**config.mk**
```make
export PLATFORM = sky130hd
export DESIGN_NAME = line_draw_host
export DESIGN_NICKNAME = d
export VERILOG_FILES = /design/src/hw/line_pkg.sv /design/src/hw/line_draw_host.sv /design/src/hw/line_setup_calc.sv /design/src/hw/dev_write_port.sv
export SDC_FILE = /design/constraint.sdc
export NUM_CORES = 2
export LEC_CHECK = 0
export ABC_AREA = 1
export BUFFER_PORTS_ARGS = -buffer_cell sky130_fd_sc_hd__buf_2
export CAP_MARGIN = 40
export CORE_MARGIN = 2
export CORE_UTILIZATION = 40
export CTS_CLUSTER_DIAMETER = 120
export DETAILED_ROUTE_END_ITERATION = 16
export GPL_TIMING_DRIVEN = 0
export PLACE_DENSITY_LB_ADDON = 0.12
export SLEW_MARGIN = 20
export SYNTH_ARGS = -nofsm -noshare
export SYNTH_HDL_FRONTEND = slang
export SYNTH_HIERARCHICAL = 1
export SYNTH_SLANG_ARGS = --single-unit
```
**constraint.sdc**
```tcl
create_clock -name i_clock -period 9.6 [get_ports i_clock]
set_clock_uncertainty 0.15 [all_clocks]
set_input_delay 1.92 -clock i_clock [delete_from_list [all_inputs] [get_ports i_clock]]
set_output_delay 1.92 -clock i_clock [all_outputs]
set_load 0.05 [all_outputs]
```
**src/hw/line_pkg.sv**
```systemverilog
/*
 * Constants and types for the host-side line-draw controller: its own
 * Avalon-MM register map, the device register indices it writes, field
 * positions of the device control words and the carriers between blocks.
 * Assumes a single 200 MHz clock domain shared by all users of the package.
 */
package line_pkg;

	////////////////////////////////////////////////////////////////////////
	// own register map, byte offsets on the Avalon-MM slave
	localparam logic [4:0] CSR_CONTROL = 5'h00;
	localparam logic [4:0] CSR_START_POINT = 5'h04;
	localparam logic [4:0] CSR_END_POINT = 5'h08;
	localparam logic [4:0] CSR_TEXTURE = 5'h0c;
	localparam logic [4:0] CSR_PLANE_WIDTH = 5'h10;
	localparam logic [4:0] CSR_PLANE_BASE = 5'h14;
	localparam logic [4:0] CSR_STATUS = 5'h18;

	// control and status bit positions
	localparam int CTL_START = 0;
	localparam int CTL_SINGLE_DOT = 1;
	localparam int CTL_XOR_MODE = 2;
	localparam int CTL_ABORT = 3;
	localparam int STA_BUSY = 0;
	localparam int STA_DONE = 1;
	localparam int STA_TOO_LONG = 2;

	////////////////////////////////////////////////////////////////////////
	// device register indices, written over the device port
	localparam logic [7:0] DEV_FIRST_SOURCE_DATA = 8'h00;
	localparam logic [7:0] DEV_TEXTURE_DATA = 8'h01;
	localparam logic [7:0] DEV_FIRST_WORD_MASK = 8'h02;
	localparam logic [7:0] DEV_LAST_WORD_MASK = 8'h03;
	localparam logic [7:0] DEV_FIRST_SOURCE_MODULO = 8'h04;
	localparam logic [7:0] DEV_SECOND_SOURCE_MODULO = 8'h05;
	localparam logic [7:0] DEV_ORIGINAL_SOURCE_MODULO = 8'h06;
	localparam logic [7:0] DEV_DESTINATION_MODULO = 8'h07;
	localparam logic [7:0] DEV_ERROR_TERM_POINTER = 8'h08;
	localparam logic [7:0] DEV_ORIGINAL_SOURCE_POINTER = 8'h09;
	localparam logic [7:0] DEV_DESTINATION_POINTER = 8'h0a;
	localparam logic [7:0] DEV_ENGINE_CONTROL_FIRST = 8'h0b;
	localparam logic [7:0] DEV_ENGINE_CONTROL_SECOND = 8'h0c;
	localparam logic [7:0] DEV_OPERATION_SIZE_START = 8'h0d;
	localparam logic [3:0] LAST_STEP = 4'hd;

	////////////////////////////////////////////////////////////////////////
	// device field positions and fixed line-mode values
	localparam int CON_SHIFT_LSB = 12;
	localparam int CON0_FIRST_SOURCE_ENABLE = 11;
	localparam int CON0_SECOND_SOURCE_ENABLE = 10;
	localparam int CON0_ORIGINAL_SOURCE_ENABLE = 9;
	localparam int CON0_DESTINATION_ENABLE = 8;
	localparam int CON1_ERROR_NEGATIVE_FLAG = 6;
	localparam int CON1_OVERFLOW_FLAG = 5;
	localparam int CON1_OCTANT_LSB = 2;
	localparam int CON1_SINGLE_DOT_PER_ROW = 1;
	localparam int CON1_LINE_SELECT = 0;
	localparam int SIZE_HEIGHT_LSB = 6;
	localparam logic [7:0] LOGIC_PLAIN_LINE = 8'hca;
	localparam logic [7:0] LOGIC_XOR_LINE = 8'h4a;
	localparam logic [15:0] LINE_BIT_PRESET = 16'h8000;
	localparam logic [15:0] WORD_MASK_ALL = 16'hffff;
	localparam logic [5:0] LINE_WIDTH_WORDS = 6'h02;
	localparam logic [15:0] SHIFT_MODULUS = 16'h000f;
	localparam logic [16:0] LINE_MAX_PIXELS = 17'h00400;

	////////////////////////////////////////////////////////////////////////
	// carriers
	typedef struct packed {
		logic [15:0] x1;
		logic [15:0] y1;
		logic [15:0] x2;
		logic [15:0] y2;
	} line_points_t;

	typedef struct packed {
		logic [15:0] control_first;
		logic [15:0] control_second;
		logic [15:0] size;
		logic [15:0] first_modulo;
		logic [15:0] second_modulo;
		logic [31:0] error_term;
		logic [31:0] first_pixel;
	} line_regs_t;

	typedef struct packed {
		logic [7:0] index;
		logic [31:0] data;
	} dev_write_t;

	// octant number to the three code bits of the second control word
	function automatic logic [2:0] octant_code(input logic [2:0] octant);
		case (octant)
			3'h0: octant_code = 3'h6;
			3'h1: octant_code = 3'h1;
			3'h2: octant_code = 3'h3;
			3'h3: octant_code = 3'h7;
			3'h4: octant_code = 3'h5;
			3'h5: octant_code = 3'h2;
			3'h6: octant_code = 3'h0;
			default: octant_code = 3'h4;
		endcase
	endfunction : octant_code

endpackage : line_pkg

```
**src/hw/line_draw_host.sv**
```systemverilog
/*
 * Host controller for the line-draw mode of a bit-block engine. Software
 * gives endpoints, texture and plane geometry over Avalon-MM; the block
 * computes every line-mode register and writes them to the engine, the
 * size word last, then waits for the engine to finish.
 * Assumes the engine port raises busy within a few cycles of the size
 * write and holds it until the line is drawn; one 200 MHz clock.
 */
// Chosen here: the placing of the registers and register access over Avalon-MM.
`timescale 1ns/1ps
`default_nettype none

// Operation
// - bits 4..2 of the second control word carry the octant code
// - parameters come from major delta dx and minor delta dy
// - first pointer holds 4dy-2dx; sign flag set when it is negative
// - first modulo is 4(dy-dx), second modulo is 4dy
// - line bit data is 8000, both word masks are ffff
// - first source shift, bits 15..12, gets x1 modulo 15
// - texture data holds the pattern; its start bit goes in bits 15..12
// - original and destination pointers at first pixel word, modulos plane width
// - first, original and destination channels on, second off, overflow clear
// - logic byte is the plain line function, or the xor variant
// - size height is dx+1 in bits 15..6, width two in bits 5..0
// - the size word is written only after all other registers
module line_draw_host (
	// clock and reset
	input wire logic i_clock,
	input wire logic i_reset_n,
	// avalon-mm slave
	input wire logic [4:0] i_address,
	input wire logic i_read,
	input wire logic i_write,
	input wire logic [3:0] i_byteenable,
	input wire logic [31:0] i_writedata,
	output logic [31:0] o_readdata,
	output logic o_waitrequest,
	// engine register port
	output logic o_dev_write,
	output line_pkg::dev_write_t o_dev_entry,
	input wire logic i_dev_ready,
	input wire logic i_dev_busy
);
	import line_pkg::*;

	typedef enum logic [2:0] {
		ST_IDLE = 3'b000,
		ST_WAIT_IDLE = 3'b001,
		ST_SEND = 3'b010,
		ST_WAIT_ACK = 3'b011,
		ST_WAIT_RISE = 3'b100,
		ST_WAIT_FALL = 3'b101
	} state_t;

	state_t state, next_state;
	logic [2:0] mode;
	line_points_t points;
	logic [19:0] texture;
	logic [15:0] plane_width;
	logic [31:0] plane_base;
	logic done, too_long_err;
	logic [3:0] step, next_step;
	line_regs_t calc_regs, regs;
	logic calc_too_long;
	logic bus_ack, wr_ack, start_req, abort_req;
	logic [31:0] read_mux;
	dev_write_t entry;
	logic send, accepted;

	// byte-lane merge for a register write
	function automatic logic [31:0] merge(input logic [31:0] old, input logic [31:0] data,
		input logic [3:0] be);
		merge = old;
		for (int i = 0; i < 4; i++)
			if (be[i])
				merge[8 * i +: 8] = data[8 * i +: 8];
	endfunction : merge

	////////////////////////////////////////////////////////////////////////
	// avalon slave handshake: one wait cycle, answer on the second edge

	assign bus_ack = (i_read || i_write) && !o_waitrequest;
	assign wr_ack = i_write && !o_waitrequest;
	assign start_req = wr_ack && i_address == CSR_CONTROL && i_byteenable[0]
		&& i_writedata[CTL_START];
	assign abort_req = wr_ack && i_address == CSR_CONTROL && i_byteenable[0]
		&& i_writedata[CTL_ABORT];

	// waitrequest drops for exactly one cycle per request
	always_ff @(posedge i_clock)
	begin
		if (!i_reset_n)
			o_waitrequest <= 1'b1;
		else if (bus_ack)
			o_waitrequest <= 1'b1;
		else if (i_read || i_write)
			o_waitrequest <= 1'b0;
	end

	// read mux; unmapped offsets read zero
	always_comb
	begin
		read_mux = 32'h00000000;
		case (i_address)
			CSR_CONTROL: read_mux = {29'h00000000, mode};
			CSR_START_POINT: read_mux = {points.y1, points.x1};
			CSR_END_POINT: read_mux = {points.y2, points.x2};
			CSR_TEXTURE: read_mux = {12'h000, texture};
			CSR_PLANE_WIDTH: read_mux = {16'h0000, plane_width};
			CSR_PLANE_BASE: read_mux = plane_base;
			CSR_STATUS:
			begin
				read_mux[STA_BUSY] = state != ST_IDLE;
				read_mux[STA_DONE] = done;
				read_mux[STA_TOO_LONG] = too_long_err;
			end
			default: read_mux = 32'h00000000;
		endcase
	end

	// read data loaded when the request is taken, so it stands at the answering edge
	always_ff @(posedge i_clock)
	begin
		if (!i_reset_n)
			o_readdata <= 32'h00000000;
		else if (i_read && o_waitrequest)
			o_readdata <= read_mux;
	end

	////////////////////////////////////////////////////////////////////////
	// software-written line description

	// mode bits: single dot and xor drawing; start and abort are pulses only
	always_ff @(posedge i_clock)
	begin
		if (!i_reset_n)
			mode <= 3'h0;
		else if (wr_ack && i_address == CSR_CONTROL && i_byteenable[0])
			mode <= {i_writedata[CTL_XOR_MODE], i_writedata[CTL_SINGLE_DOT], 1'b0};
	end

	// geometry registers with byte enables
	always_ff @(posedge i_clock)
	begin
		if (!i_reset_n)
		begin
			points <= '0;
			texture <= 20'h0ffff;
			plane_width <= 16'h0000;
			plane_base <= 32'h00000000;
		end
		else if (wr_ack)
		begin
			case (i_address)
				CSR_START_POINT:
					{points.y1, points.x1} <= merge({points.y1, points.x1}, i_writedata,
						i_byteenable);
				CSR_END_POINT:
					{points.y2, points.x2} <= merge({points.y2, points.x2}, i_writedata,
						i_byteenable);
				CSR_TEXTURE:
					texture <= 20'(merge({12'h000, texture}, i_writedata, i_byteenable));
				CSR_PLANE_WIDTH:
					plane_width <= 16'(merge({16'h0000, plane_width}, i_writedata,
						i_byteenable));
				CSR_PLANE_BASE:
					plane_base <= merge(plane_base, i_writedata, i_byteenable);
				default:
					plane_base <= plane_base;
			endcase
		end
	end

	// sticky status flags: a hardware set wins over a software clear
	always_ff @(posedge i_clock)
	begin
		if (!i_reset_n)
		begin
			done <= 1'b0;
			too_long_err <= 1'b0;
		end
		else
		begin
			if (state == ST_WAIT_FALL && !i_dev_busy)
				done <= 1'b1;
			else if (wr_ack && i_address == CSR_STATUS && i_byteenable[0]
				&& i_writedata[STA_DONE])
				done <= 1'b0;
			if (state == ST_IDLE && start_req && calc_too_long)
				too_long_err <= 1'b1;
			else if (wr_ack && i_address == CSR_STATUS && i_byteenable[0]
				&& i_writedata[STA_TOO_LONG])
				too_long_err <= 1'b0;
		end
	end

	////////////////////////////////////////////////////////////////////////
	// setup arithmetic, snapshot in ST_WAIT_IDLE before the first engine write so later writes cannot disturb it

	line_setup_calc u_calc (
		.i_points(points),
		.i_texture_start(texture[19:16]),
		.i_single_dot(mode[1]),
		.i_xor_mode(mode[2]),
		.i_plane_width(plane_width),
		.i_plane_base(plane_base),
		.o_regs(calc_regs),
		.o_too_long(calc_too_long)
	);

	// snapshot while waiting for the engine: mode bits written with start are in place
	always_ff @(posedge i_clock)
	begin
		if (!i_reset_n)
			regs <= '0;
		else if (state == ST_WAIT_IDLE)
			regs <= calc_regs;
	end

	// write list; the size word is the final step
	always_comb
	begin
		entry = '0;
		case (step)
			4'h0: entry = '{DEV_FIRST_SOURCE_DATA, {16'h0000, LINE_BIT_PRESET}};
			4'h1: entry = '{DEV_TEXTURE_DATA, {16'h0000, texture[15:0]}};
			4'h2: entry = '{DEV_FIRST_WORD_MASK, {16'h0000, WORD_MASK_ALL}};
			4'h3: entry = '{DEV_LAST_WORD_MASK, {16'h0000, WORD_MASK_ALL}};
			4'h4: entry = '{DEV_FIRST_SOURCE_MODULO, {16'h0000, regs.first_modulo}};
			4'h5: entry = '{DEV_SECOND_SOURCE_MODULO, {16'h0000, regs.second_modulo}};
			4'h6: entry = '{DEV_ORIGINAL_SOURCE_MODULO, {16'h0000, plane_width}};
			4'h7: entry = '{DEV_DESTINATION_MODULO, {16'h0000, plane_width}};
			4'h8: entry = '{DEV_ERROR_TERM_POINTER, regs.error_term};
			4'h9: entry = '{DEV_ORIGINAL_SOURCE_POINTER, regs.first_pixel};
			4'ha: entry = '{DEV_DESTINATION_POINTER, regs.first_pixel};
			4'hb: entry = '{DEV_ENGINE_CONTROL_FIRST, {16'h0000, regs.control_first}};
			4'hc: entry = '{DEV_ENGINE_CONTROL_SECOND, {16'h0000, regs.control_second}};
			default: entry = '{DEV_OPERATION_SIZE_START, {16'h0000, regs.size}};
		endcase
	end

	////////////////////////////////////////////////////////////////////////
	// sequencer

	// start is ignored unless idle; an over-long line only raises the error flag
	always_comb
	begin
		next_state = state;
		next_step = step;
		send = 1'b0;
		case (state)
			ST_IDLE:
				if (start_req && !calc_too_long)
				begin
					next_state = ST_WAIT_IDLE;
					next_step = 4'h0;
				end
			ST_WAIT_IDLE:
				if (!i_dev_busy)
					next_state = ST_SEND;
			ST_SEND:
			begin
				send = 1'b1;
				next_state = ST_WAIT_ACK;
			end
			ST_WAIT_ACK:
				if (accepted)
				begin
					if (step == LAST_STEP)
						next_state = ST_WAIT_RISE;
					else
					begin
						next_step = step + 4'h1;
						next_state = ST_SEND;
					end
				end
			ST_WAIT_RISE:
				if (i_dev_busy)
					next_state = ST_WAIT_FALL;
			ST_WAIT_FALL:
				if (!i_dev_busy)
					next_state = ST_IDLE;
			default:
				next_state = ST_IDLE;
		endcase
		if (abort_req)
			next_state = ST_IDLE;
	end

	// state and step registers
	always_ff @(posedge i_clock)
	begin
		if (!i_reset_n)
		begin
			state <= ST_IDLE;
			step <= 4'h0;
		end
		else
		begin
			state <= next_state;
			step <= next_step;
		end
	end

	// the port holds each write until the engine takes it
	dev_write_port u_port (
		.i_clock(i_clock),
		.i_reset_n(i_reset_n),
		.i_send(send),
		.i_entry(entry),
		.o_accepted(accepted),
		.i_ready(i_dev_ready),
		.o_valid(o_dev_write),
		.o_entry(o_dev_entry)
	);

endmodule : line_draw_host

`default_nettype wire

```
**src/hw/line_setup_calc.sv**
```systemverilog
/*
 * Combinational setup arithmetic: turns two endpoints and the plane
 * geometry into the line-mode words for the device.
 * Assumes inputs stay stable while the caller samples the outputs.
 */
`timescale 1ns/1ps
`default_nettype none

module line_setup_calc (
	// line description
	input wire line_pkg::line_points_t i_points,
	input wire logic [3:0] i_texture_start,
	input wire logic i_single_dot,
	input wire logic i_xor_mode,
	// plane geometry
	input wire logic [15:0] i_plane_width,
	input wire logic [31:0] i_plane_base,
	// results
	output line_pkg::line_regs_t o_regs,
	output logic o_too_long
);
	import line_pkg::*;

	logic [16:0] diff_x, diff_y, abs_x, abs_y;
	logic [15:0] dx, dy, shift_rem;
	logic [18:0] err;
	logic [17:0] step_down;
	logic [16:0] pixels;
	logic [2:0] octant;
	logic x_major;

	// normalise to octant 0: major delta and minor delta
	always_comb
	begin
		diff_x = {1'b0, i_points.x2} - {1'b0, i_points.x1};
		diff_y = {1'b0, i_points.y2} - {1'b0, i_points.y1};
		abs_x = diff_x[16] ? 17'(-diff_x) : diff_x;
		abs_y = diff_y[16] ? 17'(-diff_y) : diff_y;
		x_major = abs_x >= abs_y;
		dx = x_major ? abs_x[15:0] : abs_y[15:0];
		dy = x_major ? abs_y[15:0] : abs_x[15:0];
		case ({diff_y[16], diff_x[16], x_major})
			3'b001: octant = 3'h0;
			3'b000: octant = 3'h1;
			3'b010: octant = 3'h2;
			3'b011: octant = 3'h3;
			3'b111: octant = 3'h4;
			3'b110: octant = 3'h5;
			3'b100: octant = 3'h6;
			default: octant = 3'h7;
		endcase
		err = {1'b0, dy, 2'b00} - {2'b00, dx, 1'b0};
		step_down = {dy, 2'b00} - {dx, 2'b00};
		pixels = {1'b0, dx} + 17'h00001;
		shift_rem = i_points.x1 % SHIFT_MODULUS;
	end

	// pack the device words
	always_comb
	begin
		o_too_long = pixels > LINE_MAX_PIXELS;
		o_regs.control_first = {shift_rem[3:0], 4'h0,
			i_xor_mode ? LOGIC_XOR_LINE : LOGIC_PLAIN_LINE};
		o_regs.control_first[CON0_FIRST_SOURCE_ENABLE] = 1'b1;
		o_regs.control_first[CON0_ORIGINAL_SOURCE_ENABLE] = 1'b1;
		o_regs.control_first[CON0_DESTINATION_ENABLE] = 1'b1;
		o_regs.control_first[CON0_SECOND_SOURCE_ENABLE] = 1'b0;
		o_regs.control_second = {i_texture_start, 12'h000};
		o_regs.control_second[CON1_OCTANT_LSB +: 3] = octant_code(octant);
		o_regs.control_second[CON1_ERROR_NEGATIVE_FLAG] = err[18];
		o_regs.control_second[CON1_OVERFLOW_FLAG] = 1'b0;
		o_regs.control_second[CON1_SINGLE_DOT_PER_ROW] = i_single_dot;
		o_regs.control_second[CON1_LINE_SELECT] = 1'b1;
		o_regs.size = {pixels[9:0], LINE_WIDTH_WORDS};
		o_regs.first_modulo = step_down[15:0];
		o_regs.second_modulo = {dy[13:0], 2'b00};
		o_regs.error_term = {{13{err[18]}}, err};
		o_regs.first_pixel = i_plane_base + 32'(i_points.y1) * 32'(i_plane_width)
			+ {19'h00000, i_points.x1[15:4], 1'b0};
	end

endmodule : line_setup_calc

`default_nettype wire

```
**src/hw/dev_write_port.sv**
```systemverilog
/*
 * One-deep register write port toward the device: holds index and data
 * until the device signals ready, then reports acceptance for one cycle.
 * Assumes the device samples valid, index and data on a rising edge.
 */
`timescale 1ns/1ps
`default_nettype none

module dev_write_port (
	// clock and reset
	input wire logic i_clock,
	input wire logic i_reset_n,
	// request from the sequencer
	input wire logic i_send,
	input wire line_pkg::dev_write_t i_entry,
	output logic o_accepted,
	// device side
	input wire logic i_ready,
	output logic o_valid,
	output line_pkg::dev_write_t o_entry
);
	import line_pkg::*;

	// a send while a write is still held is dropped; the sequencer never does it
	always_ff @(posedge i_clock)
	begin
		if (!i_reset_n)
		begin
			o_valid <= 1'b0;
			o_entry <= '0;
			o_accepted <= 1'b0;
		end
		else
		begin
			o_accepted <= o_valid && i_ready;
			if (o_valid && i_ready)
				o_valid <= 1'b0;
			else if (!o_valid && i_send)
			begin
				o_valid <= 1'b1;
				o_entry <= i_entry;
			end
		end
	end

endmodule : dev_write_port

`default_nettype wire

```
==> reports/qor.csv <==
stage;metric;value;unit
status;outcome;finished clean;
timing;final_max_slew_viol_count;0;
worst_setup_path;critPathTopFamily;compound AO/OA/AOI/OAI gates;
cells_and_area;area_growth;12.1;%
logic_synthesis;synth_top_family_by_area;simple AND/OR/NAND/NOR gates;
cells_and_area;final_cells;5680;
min_path;whs_endpoint;regs[12];
worst_setup_path;arrival;9.31;ns
cells_and_area;nets;5069;
timing;setup_viol;0;
timing;worst_slew_pin_slew;0.929;ns
worst_setup_path;reg2reg_depth;52;
logic_synthesis;synthArstFlopShare;0;
timing;hold_viol;0;
timing;fin_ws;0.685;ns
worst_setup_path;r2r_slack;0.69;ns
drt;top_layer_used;met4;
drt;drc;0;
global_routing;grt_pass1_wl;172000;µm
logic_synthesis;synth-compound-area-share;0.112;
min_path;hp-class;reg2reg;
clock_tree;clk_latency;0.61;ns
die;die_h;282;µm
logic_synthesis;synth_cells;4403;
worst_setup_path;slowest_delay;0.42;ns
logic_synthesis;synthAdderAreaFrac;0.226;
worst_setup_path;worstSetupStartpointType;flip-flop;
cells_and_area;seq_area;7260;µm²
clock_tree;cts_made_buffers;45;
logic_synthesis;synth-edff-count;0;
drt;wl_met3;7710;µm
placement;gp_congestion;0.982;
clock_tree;post_cts_buffers;0;
logic_synthesis;seq_area_frac_synth;0.234;
worst_setup_path;path_common_cell;a21oi_1;
min_path;hp-start;regs[12];
clock_tree;cts_hold_buf;0;
global_routing;grt_max_degree;15;
drt;routedWlPerCell;20.2;µm
die;core;77100;µm²
timing;fin_crit_sh;0.929;
logic_synthesis;synth_warnings;6;
worst_setup_path;worst_path_max_delay_cell;dfxtp_2;
logic_synthesis;muxShareOfSynthArea;0;
pwr;p_per_area;158;nW/µm²
logic_synthesis;synth_cell_type_count;57;
clock_tree;cts.clk_slew.worst_paths;0.06;ns
placement;portBuffers;119;
drt;drtIter0Drc;2773;
clock_tree;cts_tree;yes;
timing;max_freq;112;MHz
die;pin_count;121;
placement;dp_cells;5605;
clock_tree;clk_path_buf_depth;3;
worst_setup_path;cp_num_buf_inv;8;
worst_setup_path;timing.rr.end;regs[49];
timing;relSlewSlack;0.381;
worst_setup_path;cp_max_fo;10;
logic_synthesis;syn-cell-area;31000;µm²
drt;wirelength;115000;µm
logic_synthesis;ys.flop_type;dfxtp_1;
pwr;p_leak;0.0171;µW
worst_setup_path;r2r_start;points[48];
die;die-area;79700;µm²
clock_tree;root_buffer;clkbuf_16;
global_routing;grt_use_total;0.289;
drt;post_drt_via_cell_ratio;5.09;
logic_synthesis;yosys.area_share.simple;0.266;
logic_synthesis;synth-xor-area-share;0.0353;
drt;drt-met1-wl;51800;µm
clock_tree;cts_max_level;2;
worst_setup_path;end_kind;flip-flop;
placement;dp_hpwl;93700;µm
logic_synthesis;yosys_register_bits;362;
global_routing;overflow;0;
drt;route.met2.wl;51700;µm
global_routing;grt_pass1_vias;27500;
drt;dr.pass1.iters;6;
min_path;hold_depth;2;
die;row_count;102;
drt;route.vias.total;28900;
worst_setup_path;crit_required;9.99;ns
cells_and_area;drive_gt1_frac;0.103;
cells_and_area;multi_input_area;20000;µm²
flow_run;cap_violations;0;
global_routing;antenna_found_initial;0;
die;die_w;282;µm
cells_and_area;fill_cells;8225;
worst_setup_path;critPathKind;reg2reg;
clock_tree;clock-sinks;362;
logic_synthesis;synth_area_per_cell;7.04;µm²
timing;min_period;8.91;ns
pwr;ir_drop;135;µV
timing;rsz0062_at_grt;false;
drt;drtAntennaViolNets;0;
placement;place_ws;-0.919;ns
die;start_util;0.402;
-- repair_timing --
| item | 4_1_cts | 5_1_grt |
|---|---|---|
| pin swaps | 0 | 2 |
| endpoints found under the setup margin | 33 | 32 |
| hold endpoints to repair | 0 | 0 |
| gates resized for setup | 7 | 47 |
-- worst reg2reg max path: cells and delay by family (launching register included) --
family | cells | cell delay (ns)
AOI/OAI and AO/OA | 27 | 4.39
adders and majority gates | 4 | 1.39
buffers and inverters | 8 | 1.02
xor gates and xnor gates | 2 | 0.38
DFF | 1 | 0.42
and+or+nand+nor | 11 | 1.11
-- cells in the mapped netlist (4+ instances only) --
cell type / count / area [µm²]
o21ai_0: 258 / 1290
nor2_2: 25 / 156
ha_1: 176 / 2200
inv_1: 677 / 2540
xnor2_1: 21 / 184
buf_2: 34 / 170
nor2_1: 392 / 1470
nand2_2: 34 / 213
o211ai_1: 10 / 75.1
a22oi_1: 6 / 45.0
a31oi_1: 6 / 37.5
o21bai_1: 21 / 158
dfxtp_1: 362 / 7250
buf_6: 6 / 67.6
o22ai_1: 18 / 113
nor3_1: 23 / 115
or2_2: 6 / 37.5
nand3_2: 14 / 140
fa_1: 240 / 4800
nor2_4: 15 / 169
nand3b_1: 5 / 37.5
nand2_4: 11 / 124
nor4_1: 4 / 25.0
buf_4: 55 / 413
o21ai_1: 17 / 85.1
o2111ai_1: 6 / 52.6
nand3_1: 288 / 1440
inv_2: 29 / 109
clkbuf_1: 152 / 571
a211oi_1: 5 / 37.5
xor2_1: 104 / 911
nand2_1: 982 / 3690
nand4_1: 78 / 488
a21oi_1: 274 / 1370
buf_1: 12 / 45.0
-- final cells by class --
class / instances / area share
Antenna cell: 1 / 0.0000721
Buffer: 254 / 0.0366
Clock buffer: 57 / 0.0346
Clock inverter: 23 / 0.00890
Inverter: 708 / 0.0766
Multi-Input combinational cell: 3103 / 0.576
Sequential cell: 362 / 0.209
Tap cell: 1040 / 0.0375
Timing Repair Buffer: 132 / 0.0208
-- flip-flops by register name, summed over array words and instances (netlist names) --
register / cells
points: 64
regs: 144
texture: 20
step: 4
plane_base: 32
o_waitrequest: 1
plane_width: 16
u_port/o_valid: 1
state: 3
too_long_err: 1
u_port/o_entry: 40
u_port/o_accepted: 1
mode: 2
o_readdata: 32
done: 1
-- power by group --
part           internal, µW  total, µW  switching (µW)
Combinational           622       1910            1290
Sequential             1690       1780            90.6
Clock                  1030       1790             752
Total                  3350       5480            2130
-- worst max-delay path by stage --
stage,startpoint,endpoint,slack [ns],cells past startpoint
4_1_cts,points[35],regs[49],0.06,53
3_3_place_gp,points[33],regs[118],-2.02,47
2_1_floorplan,points[33],regs[118],1.29,47
3_5_place_dp,points[33],step[3],-0.92,46
5_1_grt,points[33],regs[63],0.02,47
6_report,points[48],regs[49],0.69,52
-- per-layer routing --
layer,up-vias,global-route usage
li1,14200,-
met1,13700,0.397
met2,919,0.468
met3,157,0.0457
met4,0,0.0855
met5,-,0
-- logic make-up after synthesis --
family / after synthesis
AND/OR/NAND/NOR: 1889
buffers and inverters: 968
AO/OA/AOI/OAI: 640
adder cells (fa/ha/maj): 416
flip-flops: 362
XOR/XNOR: 125
other: 3
-- through the flow --
stage	total power (µW)	utilization	hold slack (ns)	cell area, µm²	setup TNS, ns
final	5480	0.451	0.301	34700	0
after floorplan	3130	-	0.275	31100	0
after global placement	3650	0.428	0.285	33000	-40.72
after detailed placement	3680	0.430	0.291	33100	-16.83
after global routing	5770	0.451	0.312	34700	0
after CTS	5470	0.450	0.300	34700	0
-- placed cells by master, fill, tap and decap left out, types with 8 or more instances in the layout --
cell type	netlist	final
nand2_1	982	982
inv_1	677	677
nor2_1	392	392
dfxtp_1	362	355
nand3_1	288	288
a21oi_1	274	273
o21ai_0	258	250
fa_1	240	240
ha_1	176	176
buf_2	34	157
clkbuf_1	152	145
xor2_1	104	103
nand4_1	78	78
buf_4	55	56
clkbuf_16	0	45
nand2_2	34	34
conb_1	3	33
inv_2	29	29
nor2_2	25	25
o21ai_1	17	21
nor3_1	23	21
xnor2_1	21	21
o21bai_1	21	21
o22ai_1	18	18
nor2_4	15	15
buf_6	6	14
nand3_2	14	14
nand2_4	11	11
buf_1	12	11
o211ai_1	10	10
clkinv_2	0	8
clkbuf_2	1	8
Power figures use the tool's default switching activity.
